$ cat config.mk
export PLATFORM = sky130hd
export DESIGN_NAME = dimap_top
export DESIGN_NICKNAME = d
export VERILOG_FILES = /design/src/dimap_pkg.sv /design/src/dimap_top.sv
export VERILOG_INCLUDE_DIRS = /design/src
export SDC_FILE = /design/constraint.sdc
export NUM_CORES = 1
export LEC_CHECK = 0
export BUFFER_PORTS_ARGS = -buffer_cell sky130_fd_sc_hd__buf_4
export CAP_MARGIN = 10
export CORE_ASPECT_RATIO = 1.25
export CORE_MARGIN = 2
export CORE_UTILIZATION = 56
export DETAILED_ROUTE_END_ITERATION = 7
export PLACE_DENSITY = 0.75
export SETUP_SLACK_MARGIN = 0.5
export SYNTH_ARGS = -nofsm -noshare
export SYNTH_HDL_FRONTEND = slang
export SYNTH_SLANG_ARGS = --single-unit
$ cat constraint.sdc
create_clock -name SYS_CLK -period 28.3 [get_ports SYS_CLK]
set_input_delay 5.66 -clock SYS_CLK [delete_from_list [all_inputs] [get_ports SYS_CLK]]
set_output_delay 5.66 -clock SYS_CLK [all_outputs]
set_load 0.03 [all_outputs]
$ cat src/dimap_defs.svh
// Contract
// - input 1 is always run/reset toggle; other functions only on inputs 2 to 10
// - 2/3-bit pattern select only on inputs 5 or 8; 4/5-bit only on 5
// - monitor shows each input's debounced state, bound or not
// - run/reset toggles on the rising edge, never blocked; the code forces run off and drops an edge that comes under forced reset
// - forced reset holds reset for as long as its input is on
// - hold suspends control while on, restarts when off
// - step advance acts on rising edge, ignored while hold is active
// - fixed-value mode while on, program mode while off
// - manual output while on, blocked while autotune runs
// - logic-source inputs only feed the event logic operands
// - pattern select offers 3/7/15/20 patterns, blocked in fixed-value mode
// - a function never acts while its blocking function is active
// - edge function starts on an on edge, persists, next on edge cancels
// - a level counts only after 0.1 s of stability
// - a function bound to an input ignores the panel setting
// - duplicate bindings: lowest-numbered input wins, others ignored
// - a multi-bit pattern binding clears bindings on the inputs it occupies
// - unbinding keeps the running action, except logic operands stop at once
// - 5-bit pattern on input 5 takes inputs 5 to 9 and marks them locked
// - pattern number is binary, input 5 weight 1 up to input 9 weight 16
// - decoded pattern zero becomes pattern one
// - external pattern selection needs the external selection indicator enabled
`ifndef DIMAP_DEFS_SVH
`define DIMAP_DEFS_SVH
`define DIMAP_NUM_IN 10
`define DIMAP_CLK_KHZ 250000
`define DIMAP_DEB_TIME_MS 100
`define DIMAP_DEB_CYCLES (`DIMAP_DEB_TIME_MS * `DIMAP_CLK_KHZ)
`define DIMAP_OFS_ASSIGN_LO 8'h00
`define DIMAP_OFS_ASSIGN_HI 8'h04
`define DIMAP_OFS_CONTROL 8'h08
`define DIMAP_OFS_STATUS 8'h0C
`define DIMAP_OFS_LOCK 8'h10
`define DIMAP_CTL_SEL_BIT 0
`define DIMAP_CTL_HOLD_BIT 1
`define DIMAP_CTL_FIX_BIT 2
`define DIMAP_CTL_MANUAL_BIT 3
`define DIMAP_CTL_PAT_LSB 4
`define DIMAP_RST_PAT 5'h01
`define DIMAP_PAT_POS_LO 4
`define DIMAP_PAT_POS_HI 7
`define DIMAP_PAT_MAX2 5'h03
`define DIMAP_PAT_MAX3 5'h07
`define DIMAP_PAT_MAX4 5'h0F
`define DIMAP_PAT_MAX5 5'h14
`endif

$ cat src/dimap_pkg.sv
package dimap_pkg;
   // function codes as written into the assignment registers
   typedef enum logic [3:0] {
      FN_NONE, FN_RUN_RST, FN_FORCE_RST, FN_HOLD_CONTROL, FN_STEP_ADVANCE, FN_FIX,
      FN_MANUAL_OUTPUT, FN_LOGIC_OPERAND, FN_PAT2, FN_PAT3, FN_PAT4, FN_PAT5
   } dimap_fn_e;
   typedef logic [4:0] dimap_pat_t;
endpackage

$ cat src/dimap_top.sv
`timescale 1ns/1ps
`include "dimap_defs.svh"

module dimap_top #(
   parameter int DEB_CYCLES = `DIMAP_DEB_CYCLES
) (
   // clock and reset
   input wire logic SYS_CLK,
   input wire logic RST,
   // register port
   input wire logic [7:0] ADDR,
   input wire logic [31:0] WDATA,
   input wire logic WR,
   input wire logic RD,
   output logic [31:0] RDATA,
   // contacts and controller state
   input wire logic [`DIMAP_NUM_IN-1:0] DI_IN,
   input wire logic AUTOTUNE_ACTIVE,
   // function results
   output logic RUN_STATE,
   output logic FORCED_RESET,
   output logic HOLD_CONTROL,
   output logic STEP_ADVANCE,
   output logic FIX_MODE,
   output logic MANUAL_OUTPUT,
   output logic [`DIMAP_NUM_IN-1:0] LOGIC_OPERAND,
   output logic [4:0] START_PATTERN,
   output logic [`DIMAP_NUM_IN-1:0] DI_MONITOR
);

   localparam int NI = `DIMAP_NUM_IN;
   localparam int CW = $clog2(DEB_CYCLES + 1);
   localparam logic [CW-1:0] DEB_LAST = CW'(DEB_CYCLES - 1);
   logic [NI-1:0] sync1_reg, sync2_reg, deb_reg, deb_prev_reg, mon_reg;
   logic [CW-1:0] cnt_reg [NI];
   logic [3:0] cfg_reg [1:NI-1];
   logic sel_reg, panel_hold_reg, panel_fix_reg, panel_manual_reg;
   logic [4:0] panel_pat_reg;
   logic ctl_wr;
   dimap_pkg::dimap_fn_e eff [NI];
   logic pat_bound;
   int pat_base, pat_n;
   logic [NI-1:0] pat_lock, pat_lock_reg;
   logic [11:0] fn_bound, fn_lvl, retain_reg, retain_next;
   logic [NI-1:0] logic_next;
   logic [4:0] pat_raw;
   logic run_reg, force_reg, hold_reg, adv_reg, adv_prev_reg, fix_reg, manual_reg;
   logic run_next, force_next, hold_next, fix_next, manual_next, adv_rise;
   logic [NI-1:0] logic_reg;
   logic [4:0] pat_reg;
   logic [31:0] rdata_reg;
   // a binding legal only at its permitted input positions
   function automatic dimap_pkg::dimap_fn_e legal_fn(input logic [3:0] code, input int pos);
      dimap_pkg::dimap_fn_e fn;
      fn = dimap_pkg::dimap_fn_e'(code);
      if (code > 4'(dimap_pkg::FN_PAT5) || fn == dimap_pkg::FN_RUN_RST) begin
         fn = dimap_pkg::FN_NONE;
      end else if ((fn == dimap_pkg::FN_PAT2 || fn == dimap_pkg::FN_PAT3) &&
                   pos != `DIMAP_PAT_POS_LO && pos != `DIMAP_PAT_POS_HI) begin
         fn = dimap_pkg::FN_NONE;
      end else if ((fn == dimap_pkg::FN_PAT4 || fn == dimap_pkg::FN_PAT5) &&
                   pos != `DIMAP_PAT_POS_LO) begin
         fn = dimap_pkg::FN_NONE;
      end
      return fn;
   endfunction
   // number of inputs a pattern binding occupies, zero for others
   function automatic int pat_width(input dimap_pkg::dimap_fn_e fn);
      case (fn)
         dimap_pkg::FN_PAT2: return 2;
         dimap_pkg::FN_PAT3: return 3;
         dimap_pkg::FN_PAT4: return 4;
         dimap_pkg::FN_PAT5: return 5;
         default: return 0;
      endcase
   endfunction
   // clamp to the pattern count of the width; zero means pattern one
   function automatic dimap_pkg::dimap_pat_t pat_decode(input logic [4:0] raw, input int n);
      logic [4:0] mx, v;
      case (n)
         2: mx = `DIMAP_PAT_MAX2;
         3: mx = `DIMAP_PAT_MAX3;
         4: mx = `DIMAP_PAT_MAX4;
         default: mx = `DIMAP_PAT_MAX5;
      endcase
      v = (raw > mx) ? mx : raw;
      if (v == 5'h00) begin
         v = `DIMAP_RST_PAT;
      end
      return v;
   endfunction
   // two-stage synchroniser; stage one feeds stage two only
   always_ff @(posedge SYS_CLK or posedge RST) begin
      if (RST) begin
         sync1_reg <= '0;
         sync2_reg <= '0;
      end else begin
         sync1_reg <= DI_IN;
         sync2_reg <= sync1_reg;
      end
   end
   // stability counter per input; any bounce restarts the wait
   always_ff @(posedge SYS_CLK or posedge RST) begin
      if (RST) begin
         deb_reg <= '0;
         cnt_reg <= '{default: '0};
      end else begin
         for (int i = 0; i < NI; i++) begin
            if (sync2_reg[i] == deb_reg[i]) begin
               cnt_reg[i] <= '0;
            end else if (cnt_reg[i] == DEB_LAST) begin
               deb_reg[i] <= sync2_reg[i];
               cnt_reg[i] <= '0;
            end else begin
               cnt_reg[i] <= cnt_reg[i] + 1'b1;
            end
         end
      end
   end
   // previous debounced levels for edge detection, plus monitor copy
   always_ff @(posedge SYS_CLK or posedge RST) begin
      if (RST) begin
         deb_prev_reg <= '0;
         mon_reg <= '0;
      end else begin
         deb_prev_reg <= deb_reg;
         mon_reg <= deb_reg;
      end
   end
   // assignment registers for inputs 2 to 10
   always_ff @(posedge SYS_CLK or posedge RST) begin
      if (RST) begin
         cfg_reg <= '{default: 4'h0};
      end else if (WR && ADDR == `DIMAP_OFS_ASSIGN_LO) begin
         for (int i = 1; i < NI - 1; i++) begin
            cfg_reg[i] <= WDATA[4*(i-1) +: 4];
         end
      end else if (WR && ADDR == `DIMAP_OFS_ASSIGN_HI) begin
         cfg_reg[NI-1] <= WDATA[3:0];
      end
   end
   assign ctl_wr = WR && ADDR == `DIMAP_OFS_CONTROL;
   // control register: indicator and front-panel settings
   always_ff @(posedge SYS_CLK or posedge RST) begin
      if (RST) begin
         sel_reg <= 1'b0;
         panel_hold_reg <= 1'b0;
         panel_fix_reg <= 1'b0;
         panel_manual_reg <= 1'b0;
         panel_pat_reg <= `DIMAP_RST_PAT;
      end else if (ctl_wr) begin
         sel_reg <= WDATA[`DIMAP_CTL_SEL_BIT];
         panel_hold_reg <= WDATA[`DIMAP_CTL_HOLD_BIT];
         panel_fix_reg <= WDATA[`DIMAP_CTL_FIX_BIT];
         panel_manual_reg <= WDATA[`DIMAP_CTL_MANUAL_BIT];
         panel_pat_reg <= WDATA[`DIMAP_CTL_PAT_LSB +: 5];
      end
   end
   // resolve bindings: legality, pattern ownership, occupied inputs
   always_comb begin
      pat_bound = 1'b0;
      pat_base = 0;
      pat_n = 0;
      pat_lock = '0;
      eff[0] = dimap_pkg::FN_RUN_RST;
      for (int i = 1; i < NI; i++) begin
         eff[i] = legal_fn(cfg_reg[i], i);
      end
      // the lower position wins when both carry a pattern binding
      if (pat_width(eff[`DIMAP_PAT_POS_LO]) != 0) begin
         pat_bound = 1'b1;
         pat_base = `DIMAP_PAT_POS_LO;
         pat_n = pat_width(eff[`DIMAP_PAT_POS_LO]);
      end else if (pat_width(eff[`DIMAP_PAT_POS_HI]) != 0) begin
         pat_bound = 1'b1;
         pat_base = `DIMAP_PAT_POS_HI;
         pat_n = pat_width(eff[`DIMAP_PAT_POS_HI]);
      end
      for (int i = 1; i < NI; i++) begin
         if (pat_bound && i >= pat_base && i < pat_base + pat_n) begin
            pat_lock[i] = 1'b1;
            if (i != pat_base) begin
               eff[i] = dimap_pkg::FN_NONE;
            end
         end else if (pat_width(eff[i]) != 0) begin
            eff[i] = dimap_pkg::FN_NONE;
         end
      end
   end
   // per function: lowest input wins, loop runs downward to let it overwrite
   always_comb begin
      fn_bound = '0;
      fn_lvl = '0;
      logic_next = '0;
      for (int i = NI - 1; i >= 0; i--) begin
         if (eff[i] != dimap_pkg::FN_NONE) begin
            fn_bound[eff[i]] = 1'b1;
            fn_lvl[eff[i]] = deb_reg[i];
         end
      end
      // each logic input is its own operand; unbinding drops it at once
      for (int i = 0; i < NI; i++) begin
         logic_next[i] = eff[i] == dimap_pkg::FN_LOGIC_OPERAND && deb_reg[i];
      end
   end
   // retention memory: set while bound, freed by the next control write
   assign retain_next = fn_bound | (retain_reg & {12{~ctl_wr}});
   // pattern bits taken from consecutive inputs, first one weight 1
   always_comb begin
      pat_raw = 5'h00;
      for (int k = 0; k < 5; k++) begin
         if (k < pat_n && pat_base + k < NI) begin
            pat_raw[k] = deb_reg[pat_base+k];
         end
      end
   end
   // level function: input wins over panel, unbound keeps last value while retained, else panel
   function automatic logic lvl_next(input logic bound, input logic lvl, input logic cur,
                                     input logic held, input logic panel);
      if (bound) begin
         return lvl;
      end else if (held) begin
         return cur;
      end
      return panel;
   endfunction
   // next state of the controller functions
   always_comb begin
      force_next = lvl_next(fn_bound[dimap_pkg::FN_FORCE_RST], fn_lvl[dimap_pkg::FN_FORCE_RST],
                            force_reg, retain_reg[dimap_pkg::FN_FORCE_RST], 1'b0);
      hold_next = lvl_next(fn_bound[dimap_pkg::FN_HOLD_CONTROL],
                           fn_lvl[dimap_pkg::FN_HOLD_CONTROL], hold_reg,
                           retain_reg[dimap_pkg::FN_HOLD_CONTROL], panel_hold_reg);
      fix_next = lvl_next(fn_bound[dimap_pkg::FN_FIX], fn_lvl[dimap_pkg::FN_FIX], fix_reg,
                          retain_reg[dimap_pkg::FN_FIX], panel_fix_reg);
      // autotune freezes the manual state rather than forcing it off
      if (AUTOTUNE_ACTIVE) begin
         manual_next = manual_reg;
      end else begin
         manual_next = lvl_next(fn_bound[dimap_pkg::FN_MANUAL_OUTPUT],
                                fn_lvl[dimap_pkg::FN_MANUAL_OUTPUT], manual_reg,
                                retain_reg[dimap_pkg::FN_MANUAL_OUTPUT], panel_manual_reg);
      end
      // forced reset overrides run and an input one edge under it is lost; no other function blocks the toggle
      if (force_next) begin
         run_next = 1'b0;
      end else if (deb_reg[0] && !deb_prev_reg[0]) begin
         run_next = !run_reg;
      end else begin
         run_next = run_reg;
      end
      adv_rise = fn_bound[dimap_pkg::FN_STEP_ADVANCE] &&
                 fn_lvl[dimap_pkg::FN_STEP_ADVANCE] && !adv_prev_reg;
   end
   // controller function state
   always_ff @(posedge SYS_CLK or posedge RST) begin
      if (RST) begin
         run_reg <= 1'b0;
         force_reg <= 1'b0;
         hold_reg <= 1'b0;
         fix_reg <= 1'b0;
         manual_reg <= 1'b0;
         logic_reg <= '0;
         retain_reg <= '0;
      end else begin
         run_reg <= run_next;
         force_reg <= force_next;
         hold_reg <= hold_next;
         fix_reg <= fix_next;
         manual_reg <= manual_next;
         logic_reg <= logic_next;
         retain_reg <= retain_next;
      end
   end
   // step advance pulse, one cycle per on edge, suppressed under hold
   always_ff @(posedge SYS_CLK or posedge RST) begin
      if (RST) begin
         adv_reg <= 1'b0;
         adv_prev_reg <= 1'b0;
      end else begin
         adv_prev_reg <= fn_bound[dimap_pkg::FN_STEP_ADVANCE] &&
                         fn_lvl[dimap_pkg::FN_STEP_ADVANCE];
         adv_reg <= adv_rise && !hold_reg;
      end
   end
   // start pattern: external when enabled and bound, then frozen in fixed mode; panel pattern otherwise, even in fixed mode
   always_ff @(posedge SYS_CLK or posedge RST) begin
      if (RST) begin
         pat_reg <= `DIMAP_RST_PAT;
         pat_lock_reg <= '0;
      end else begin
         pat_lock_reg <= pat_lock;
         if (sel_reg && pat_bound) begin
            if (!fix_reg) begin
               pat_reg <= pat_decode(pat_raw, pat_n);
            end
         end else begin
            pat_reg <= pat_decode(panel_pat_reg, 5);
         end
      end
   end
   // read port: data only in the cycle after the strobe, unmapped reads zero
   always_ff @(posedge SYS_CLK or posedge RST) begin
      if (RST) begin
         rdata_reg <= 32'h0000_0000;
      end else if (!RD) begin
         rdata_reg <= 32'h0000_0000;
      end else if (ADDR == `DIMAP_OFS_ASSIGN_LO) begin
         for (int i = 1; i < NI - 1; i++) begin
            rdata_reg[4*(i-1) +: 4] <= cfg_reg[i];
         end
      end else if (ADDR == `DIMAP_OFS_ASSIGN_HI) begin
         rdata_reg <= {28'h000_0000, cfg_reg[NI-1]};
      end else if (ADDR == `DIMAP_OFS_CONTROL) begin
         rdata_reg <= {23'h00_0000, panel_pat_reg, panel_manual_reg, panel_fix_reg,
                       panel_hold_reg, sel_reg};
      end else if (ADDR == `DIMAP_OFS_STATUS) begin
         rdata_reg <= {12'h000, pat_reg, manual_reg, fix_reg, hold_reg, force_reg, run_reg,
                       mon_reg};
      end else if (ADDR == `DIMAP_OFS_LOCK) begin
         rdata_reg <= {6'h00, pat_lock_reg, 4'h0, fn_bound};
      end else begin
         rdata_reg <= 32'h0000_0000;
      end
   end
   // outputs straight from flip-flops
   assign RDATA = rdata_reg;
   assign RUN_STATE = run_reg;
   assign FORCED_RESET = force_reg;
   assign HOLD_CONTROL = hold_reg;
   assign STEP_ADVANCE = adv_reg;
   assign FIX_MODE = fix_reg;
   assign MANUAL_OUTPUT = manual_reg;
   assign LOGIC_OPERAND = logic_reg;
   assign START_PATTERN = pat_reg;
   assign DI_MONITOR = mon_reg;
endmodule // dimap_top

# ---- Word level (Yosys, flattened, before mapping)
# Cells that the tools add are included.
dict set report word_totals {
  inputBits 55
  elab_cells 592
  regBits 409
  output_inout_bits 63
}
dict set report classes {
  reduce_logical 113
  eq_ne 124
  muxes 205
  addsub 15
  order_cmp 62
  n_bitwise 24
}
# cell n
set ops {}
lappend ops {{2-to-1 mux 25 bit} 20}
lappend ops {{2-to-1 mux 32 bit} 13}
lappend ops {{nonzero test 32 bit} 11}
lappend ops {{== test 4 bit (second input constant)} 66}
lappend ops {{adder 25 x 1 -> 25 bit (second input constant)} 10}
lappend ops {{== test 25 bit (second input constant)} 10}
lappend ops {{2-to-1 mux 12 bit} 17}
lappend ops {{2-to-1 mux 4 bit} 51}
lappend ops {{< comparator 32 x 5 -> 1 bit (second input constant)} 5}
lappend ops {{< comparator 32 x 6 -> 1 bit (second input constant)} 5}
lappend ops {{< comparator 4 x 32 -> 1 bit (first input constant)} 5}
lappend ops {{>= comparator 4 x 32 -> 1 bit (first input constant)} 4}
lappend ops {{< comparator 3 x 32 -> 1 bit (first input constant)} 4}
lappend ops {{inequality test 4 x 32 -> 1 bit (first input constant)} 4}
lappend ops {{OR 12 bit} 9}
lappend ops {{one-hot mux 3 bit (4 select lines)} 9}
lappend ops {{2-to-1 mux 26 bit} 4}
lappend ops {{bitwise mux 12 bit} 8}
lappend ops {{adder 32 x 3 -> 32 bit (second input constant)} 2}
lappend ops {{== test 32 x 2 -> 1 bit (second input constant)} 2}
lappend ops {{>= comparator 3 x 32 -> 1 bit (first input constant)} 2}
lappend ops {{>= comparator 5 x 32 -> 1 bit (first input constant)} 2}
lappend ops {{< comparator 2 x 32 -> 1 bit (first input constant)} 2}
lappend ops {{< comparator 5 x 32 -> 1 bit (first input constant)} 2}
lappend ops {{other kinds (38)} 276}

# ---- Depth between registers and ports, before layout
dict set report depth {
  word_depth 44
  mapped_depth 16
  depth_no_buf 14
}

# ---- Worst setup path before layout
# Ideal clock, no wire load.
dict set report synth_timing {
  path_type {input -> register}
  from {in ADDR[0]}
  to {reg cfg_reg[0] (netlist bit)}
  path_buffers 0
  setup_slack_ns 20.846
  arrival_time_ns 7.329
  t_required_ns 28.175
  stages 4
  setup_time_ns 0.125
  path_cell_list {or4_4 > or3_1 > nor3_1 > mux2_2}
}
dict set report synth_via {
  elab_chain_len 4
  word_cells_on_any_way 6
  cone_classes {eq/ne (1); bitwise (1); reduce/logical (4)}
}
# element line
set synth_rtl {}
lappend synth_rtl {{start, declared} dimap_top.sv:11} ;# input wire logic [7:0] ADDR,
lappend synth_rtl {{logical NOT 8 bit (no line)} n/a}
lappend synth_rtl {{logical AND 1 bit (no line)} n/a}
lappend synth_rtl {{inverter 1 bit (no line)} n/a}
lappend synth_rtl {{AND reduction 2 bit (no line) *} n/a}
lappend synth_rtl {{end signal, assigned by index} dimap_top.sv:136} ;# cfg_reg[i] <= WDATA[4*(i-1) +: 4];
lappend synth_rtl {{end signal, assigned by index} dimap_top.sv:139} ;# cfg_reg[NI-1] <= WDATA[3:0];
lappend synth_rtl {{end, declared} dimap_top.sv:36} ;# logic [3:0] cfg_reg [1:NI-1];
# Every way passes the cells marked *; elsewhere a longest branch is shown, timed or not.
# A chain may end at the register's enable or synchronous reset.

# ---- Worst setup path in the final report
dict set report layout_timing {
  from {in ADDR[0]}
  to {reg rdata_reg[2] (netlist: RDATA[2])}
}
dict set report layout_via {
  elab_chain_len 7
  word_cells_on_any_way 11
  cone_classes {eq/ne (4); mux (6); reduce/logical (1)}
}
# element line
set layout_rtl {}
lappend layout_rtl {{== test 8 x 5 -> 1 bit (no line)} n/a}
lappend layout_rtl {{2-to-1 mux 26 bit} dimap_top.sv:320} ;# end else if (ADDR == `DIMAP_OFS_LOCK) begin
lappend layout_rtl {{2-to-1 mux 26 bit} dimap_top.sv:317} ;# end else if (ADDR == `DIMAP_OFS_STATUS) begin
lappend layout_rtl {{2-to-1 mux 26 bit} dimap_top.sv:314} ;# end else if (ADDR == `DIMAP_OFS_CONTROL) begin
lappend layout_rtl {{2-to-1 mux 26 bit} dimap_top.sv:312} ;# end else if (ADDR == `DIMAP_OFS_ASSIGN_HI) begin
lappend layout_rtl {{2-to-1 mux 32 bit *} dimap_top.sv:308} ;# end else if (ADDR == `DIMAP_OFS_ASSIGN_LO) begin
lappend layout_rtl {{2-to-1 mux 32 bit *} dimap_top.sv:306} ;# end else if (!RD) begin
lappend layout_rtl {{end signal, assigned by index} dimap_top.sv:310} ;# rdata_reg[4*(i-1) +: 4] <= cfg_reg[i];
lappend layout_rtl {{end signal, assigned} dimap_top.sv:313} ;# rdata_reg <= {28'h000_0000, cfg_reg[NI-1]};
lappend layout_rtl {{end signal, assigned} dimap_top.sv:315} ;# rdata_reg <= {23'h00_0000, panel_pat_reg, panel_manual_reg, panel_fix_reg,
lappend layout_rtl {{end, declared} dimap_top.sv:51} ;# logic [31:0] rdata_reg;
# Marks and branches as above.

==> out/results.ini <==
[run_status]
outcome=completed

[clocking]
cts_hold_buffers=0
clkSlewWorstSetupHoldPaths_ns=0.06
cts-htree-levels=2
clock-sinks=401
clock-root-buffer=clkbuf_16
insertion_delay_ns=0.55
buffer_depth_of_the_longest_clock_path=3
tritoncts=done
cts.repair_timing.setup_buffer_count=0
post_cts_resize_count=0
cts-buffers-inserted=43

[placement]
post-place-ws_ns=19.85
place.detailed.hpwl_um=32200
numPortBuffers=116
place_inst=2391
place.gp.congestion=0.935

[layout]
largest_register_ffs=250
filler_cell_count=2656
syn_to_final_growth_pct=14.1
stdcell_count=2467
drive_above_1_share_pct=13.7
antenna-diode-count=0
fin_nets=2087

[grt]
vias_in_the_first_global_route=14500
grt_overflow=0
grt_start_max_net_pins=183
grt_util_all_layers_pct=25.9
grt_pass1_wl_um=74300
grt_antenna_before_repair=1

[timing]
hold_viol_final=0
period_minus_slack_ns=8.06
max_freq_mhz=124
rsz_0062_raised_after_global_routing=no
maxSlewViolCount=0
worst_slack_ns=20.24
hold_ws_ns=0.340
fin_skew_ns=0.0177
total_negative_setup_slacks_ns=0
timing.max_slew.rel_slack_pct=20.6
finalSetupViolations=0
tightestPinTransition_ns=1.16
post-route-period-util_pct=28.5

[hold_path]
hold_class=flip-flop to flip-flop
cell_count_of_the_worst_hold_path=0
min_from=sync1_reg[6]
hold_path_end=sync2_reg[6]

[floorplanning]
chipWidth_um=170
floorplan.io_pins=118
floorplan.initialDensity_pct=57.0
die_height_um=211
floorplan.die_area_um2=35800
placementRows=75
core_area_um2=33700

[setup_path]
critical_path_class=input port to flip-flop
cp-end-kind=flip-flop
crit_path_max_fanout=25
r2r_start=cfg_reg[9]
crit-reg2reg-capture=HOLD_CONTROL
setup_slack_reg_to_reg_ns=23.52
reg2reg_depth=12
worst-endpoint-required_ns=28.78
critPathArrivalTime_ns=8.54
timing.critical_path.from_type=input port

[run]
cap_violations=0

[synthesis]
ys_ff_latch=401
synth.cell_area_um2=19200
post_synth.cell_area_avg_um2=10.1
synth_edf_count=0
seq_area_frac_synth_pct=52.3
ys_async_sr_fraction_pct=100
synthCells=1910
yosys.cell_types.count=88
yosysWarningCount=0
ys.flop_type=dfrtp_1

[route]
antenna_left=0
via_per_inst=5.90
wl_per_cell_um=18.5
drt_drc_violations_left=0
drt_first_iter_violations=1111
drt-pass1-iter-count=7
route.vias.total=14600
routed_wl_um=45600

[power_and_ir_drop]
leakagePower_nw=9.84
vdd_ir_drop_max_v=0.0000482
powerDensity_nw_per_um2=58.4

[logic make-up (layout without fill, tap and decap cells)]
logic type      count (synthesis)  after routing  share of synthesized area (%)
compound gates                176            176                           6.26
xor+xnor                      233            233                           10.6
fa+ha+maj                      19             19                           1.28
buf+inv                       101            232                           2.18
flops                         401            401                           52.3
mux                            65             65                           3.74
other cells                     1              4                         0.0195
simple gates                  914            914                           23.6
[power by group]
| part | leakage, nW | total [mW] | internal (mW) | switching [mW] |
|---|---|---|---|---|
| clock network | 0.756 | 0.611 | 0.383 | 0.228 |
| logic | 3.60 | 0.0700 | 0.0251 | 0.0449 |
| registers | 5.49 | 0.600 | 0.585 | 0.0150 |
[cells in the mapped netlist (all sizes together), types with 12 or more instances]
library cell | n | area [um2]
a211oi | 12 | 95.1
nand4 | 44 | 275
buf | 15 | 93.8
xnor2 | 85 | 744
nor2b | 19 | 126
inv | 37 | 139
nor3 | 48 | 252
o211ai | 15 | 126
a21oi | 34 | 170
ha | 18 | 225
xor2 | 148 | 1300
or3 | 17 | 106
nand3 | 109 | 563
nand2 | 161 | 607
mux2 | 54 | 608
nand2b | 14 | 90.1
clkbuf | 49 | 185
nor2 | 327 | 1230
and4 | 16 | 140
dfrtp | 399 | 9980
o21ai | 44 | 220
nor4 | 23 | 156
and3 | 52 | 327
and2 | 27 | 170
[per-stage QoR]
stage               power, mW  utilization [%]  instance area (um2)
finish                   1.28             65.0                21900
global route             1.33             65.0                21900
CTS                      1.29             65.0                21900
detailed placement      0.680             60.5                20400
global placement        0.678             60.5                20400
floorplan               0.652                -                19200
[worst max-delay path by stage]
| stage | slack [ns] | depth (start not counted) | from | end |
|---|---|---|---|---|
| final | 20.24 | 6 | ADDR[0] | RDATA[2] |
| after CTS | 20.34 | 6 | ADDR[0] | RDATA[2] |
| after global placement | 19.91 | 6 | ADDR[0] | RDATA[2] |
| after floorplan | 11.49 | 1 | RST | DI_MONITOR[0] |
| after detailed placement | 19.85 | 6 | ADDR[0] | RDATA[2] |
| after global routing | 20.12 | 6 | ADDR[0] | RDATA[2] |
[cell type report]
class / count / area [um2] / share of cell area, %
Clock buffer: 58 / 1210 / 5.53
Clock inverter: 18 / 329 / 1.50
Inverter: 37 / 146 / 0.668
Multi-Input combinational cell: 1411 / 8750 / 39.9
Sequential cell: 401 / 10000 / 45.8
Tap cell: 423 / 529 / 2.42
Timing Repair Buffer: 119 / 906 / 4.13
[metal layers]
layer | global-route usage, % | vias to the layer above | share of wire (%)
met1 | 33.9 | 7208 | 41
met3 | 5.28 | 103 | 6.8
met2 | 43.1 | 470 | 48
li1 | - | 6784 | -
met4 | 9.37 | 2 | 3.5
met5 | 0 | - | 0.035
[critical path, cell delays in order]
cell and delay (ns):
buf_4 0.11, or4_4 0.55, nor3_1 0.88, and3_1 0.98, a22oi_1 0.21, a21oi_1 0.15
[cell usage in the layout, fill, tap and decap left out, types with 6 or more instances in the layout]
cell,n
a211oi_1,11
a21oi_1,34
a22o_1,9
a22oi_1,9
and2_1,26
and3_1,51
and4_1,16
buf_4,118
bufinv_16,9
clkbuf_1,7
clkbuf_16,43
clkbuf_8,8
dfrtp_1,399
ha_1,18
inv_1,35
mux2_2,54
mux2i_1,11
nand2_1,160
nand2b_1,13
nand3_1,107
nand3b_1,7
nand4_1,44
nor2_1,327
nor2b_1,18
nor3_1,47
nor4_1,21
o211ai_1,14
o21ai_0,42
o22ai_1,6
or2_2,11
or3_1,17
xnor2_1,85
xor2_1,148
No activity file was read; power rests on OpenSTA's default activity.
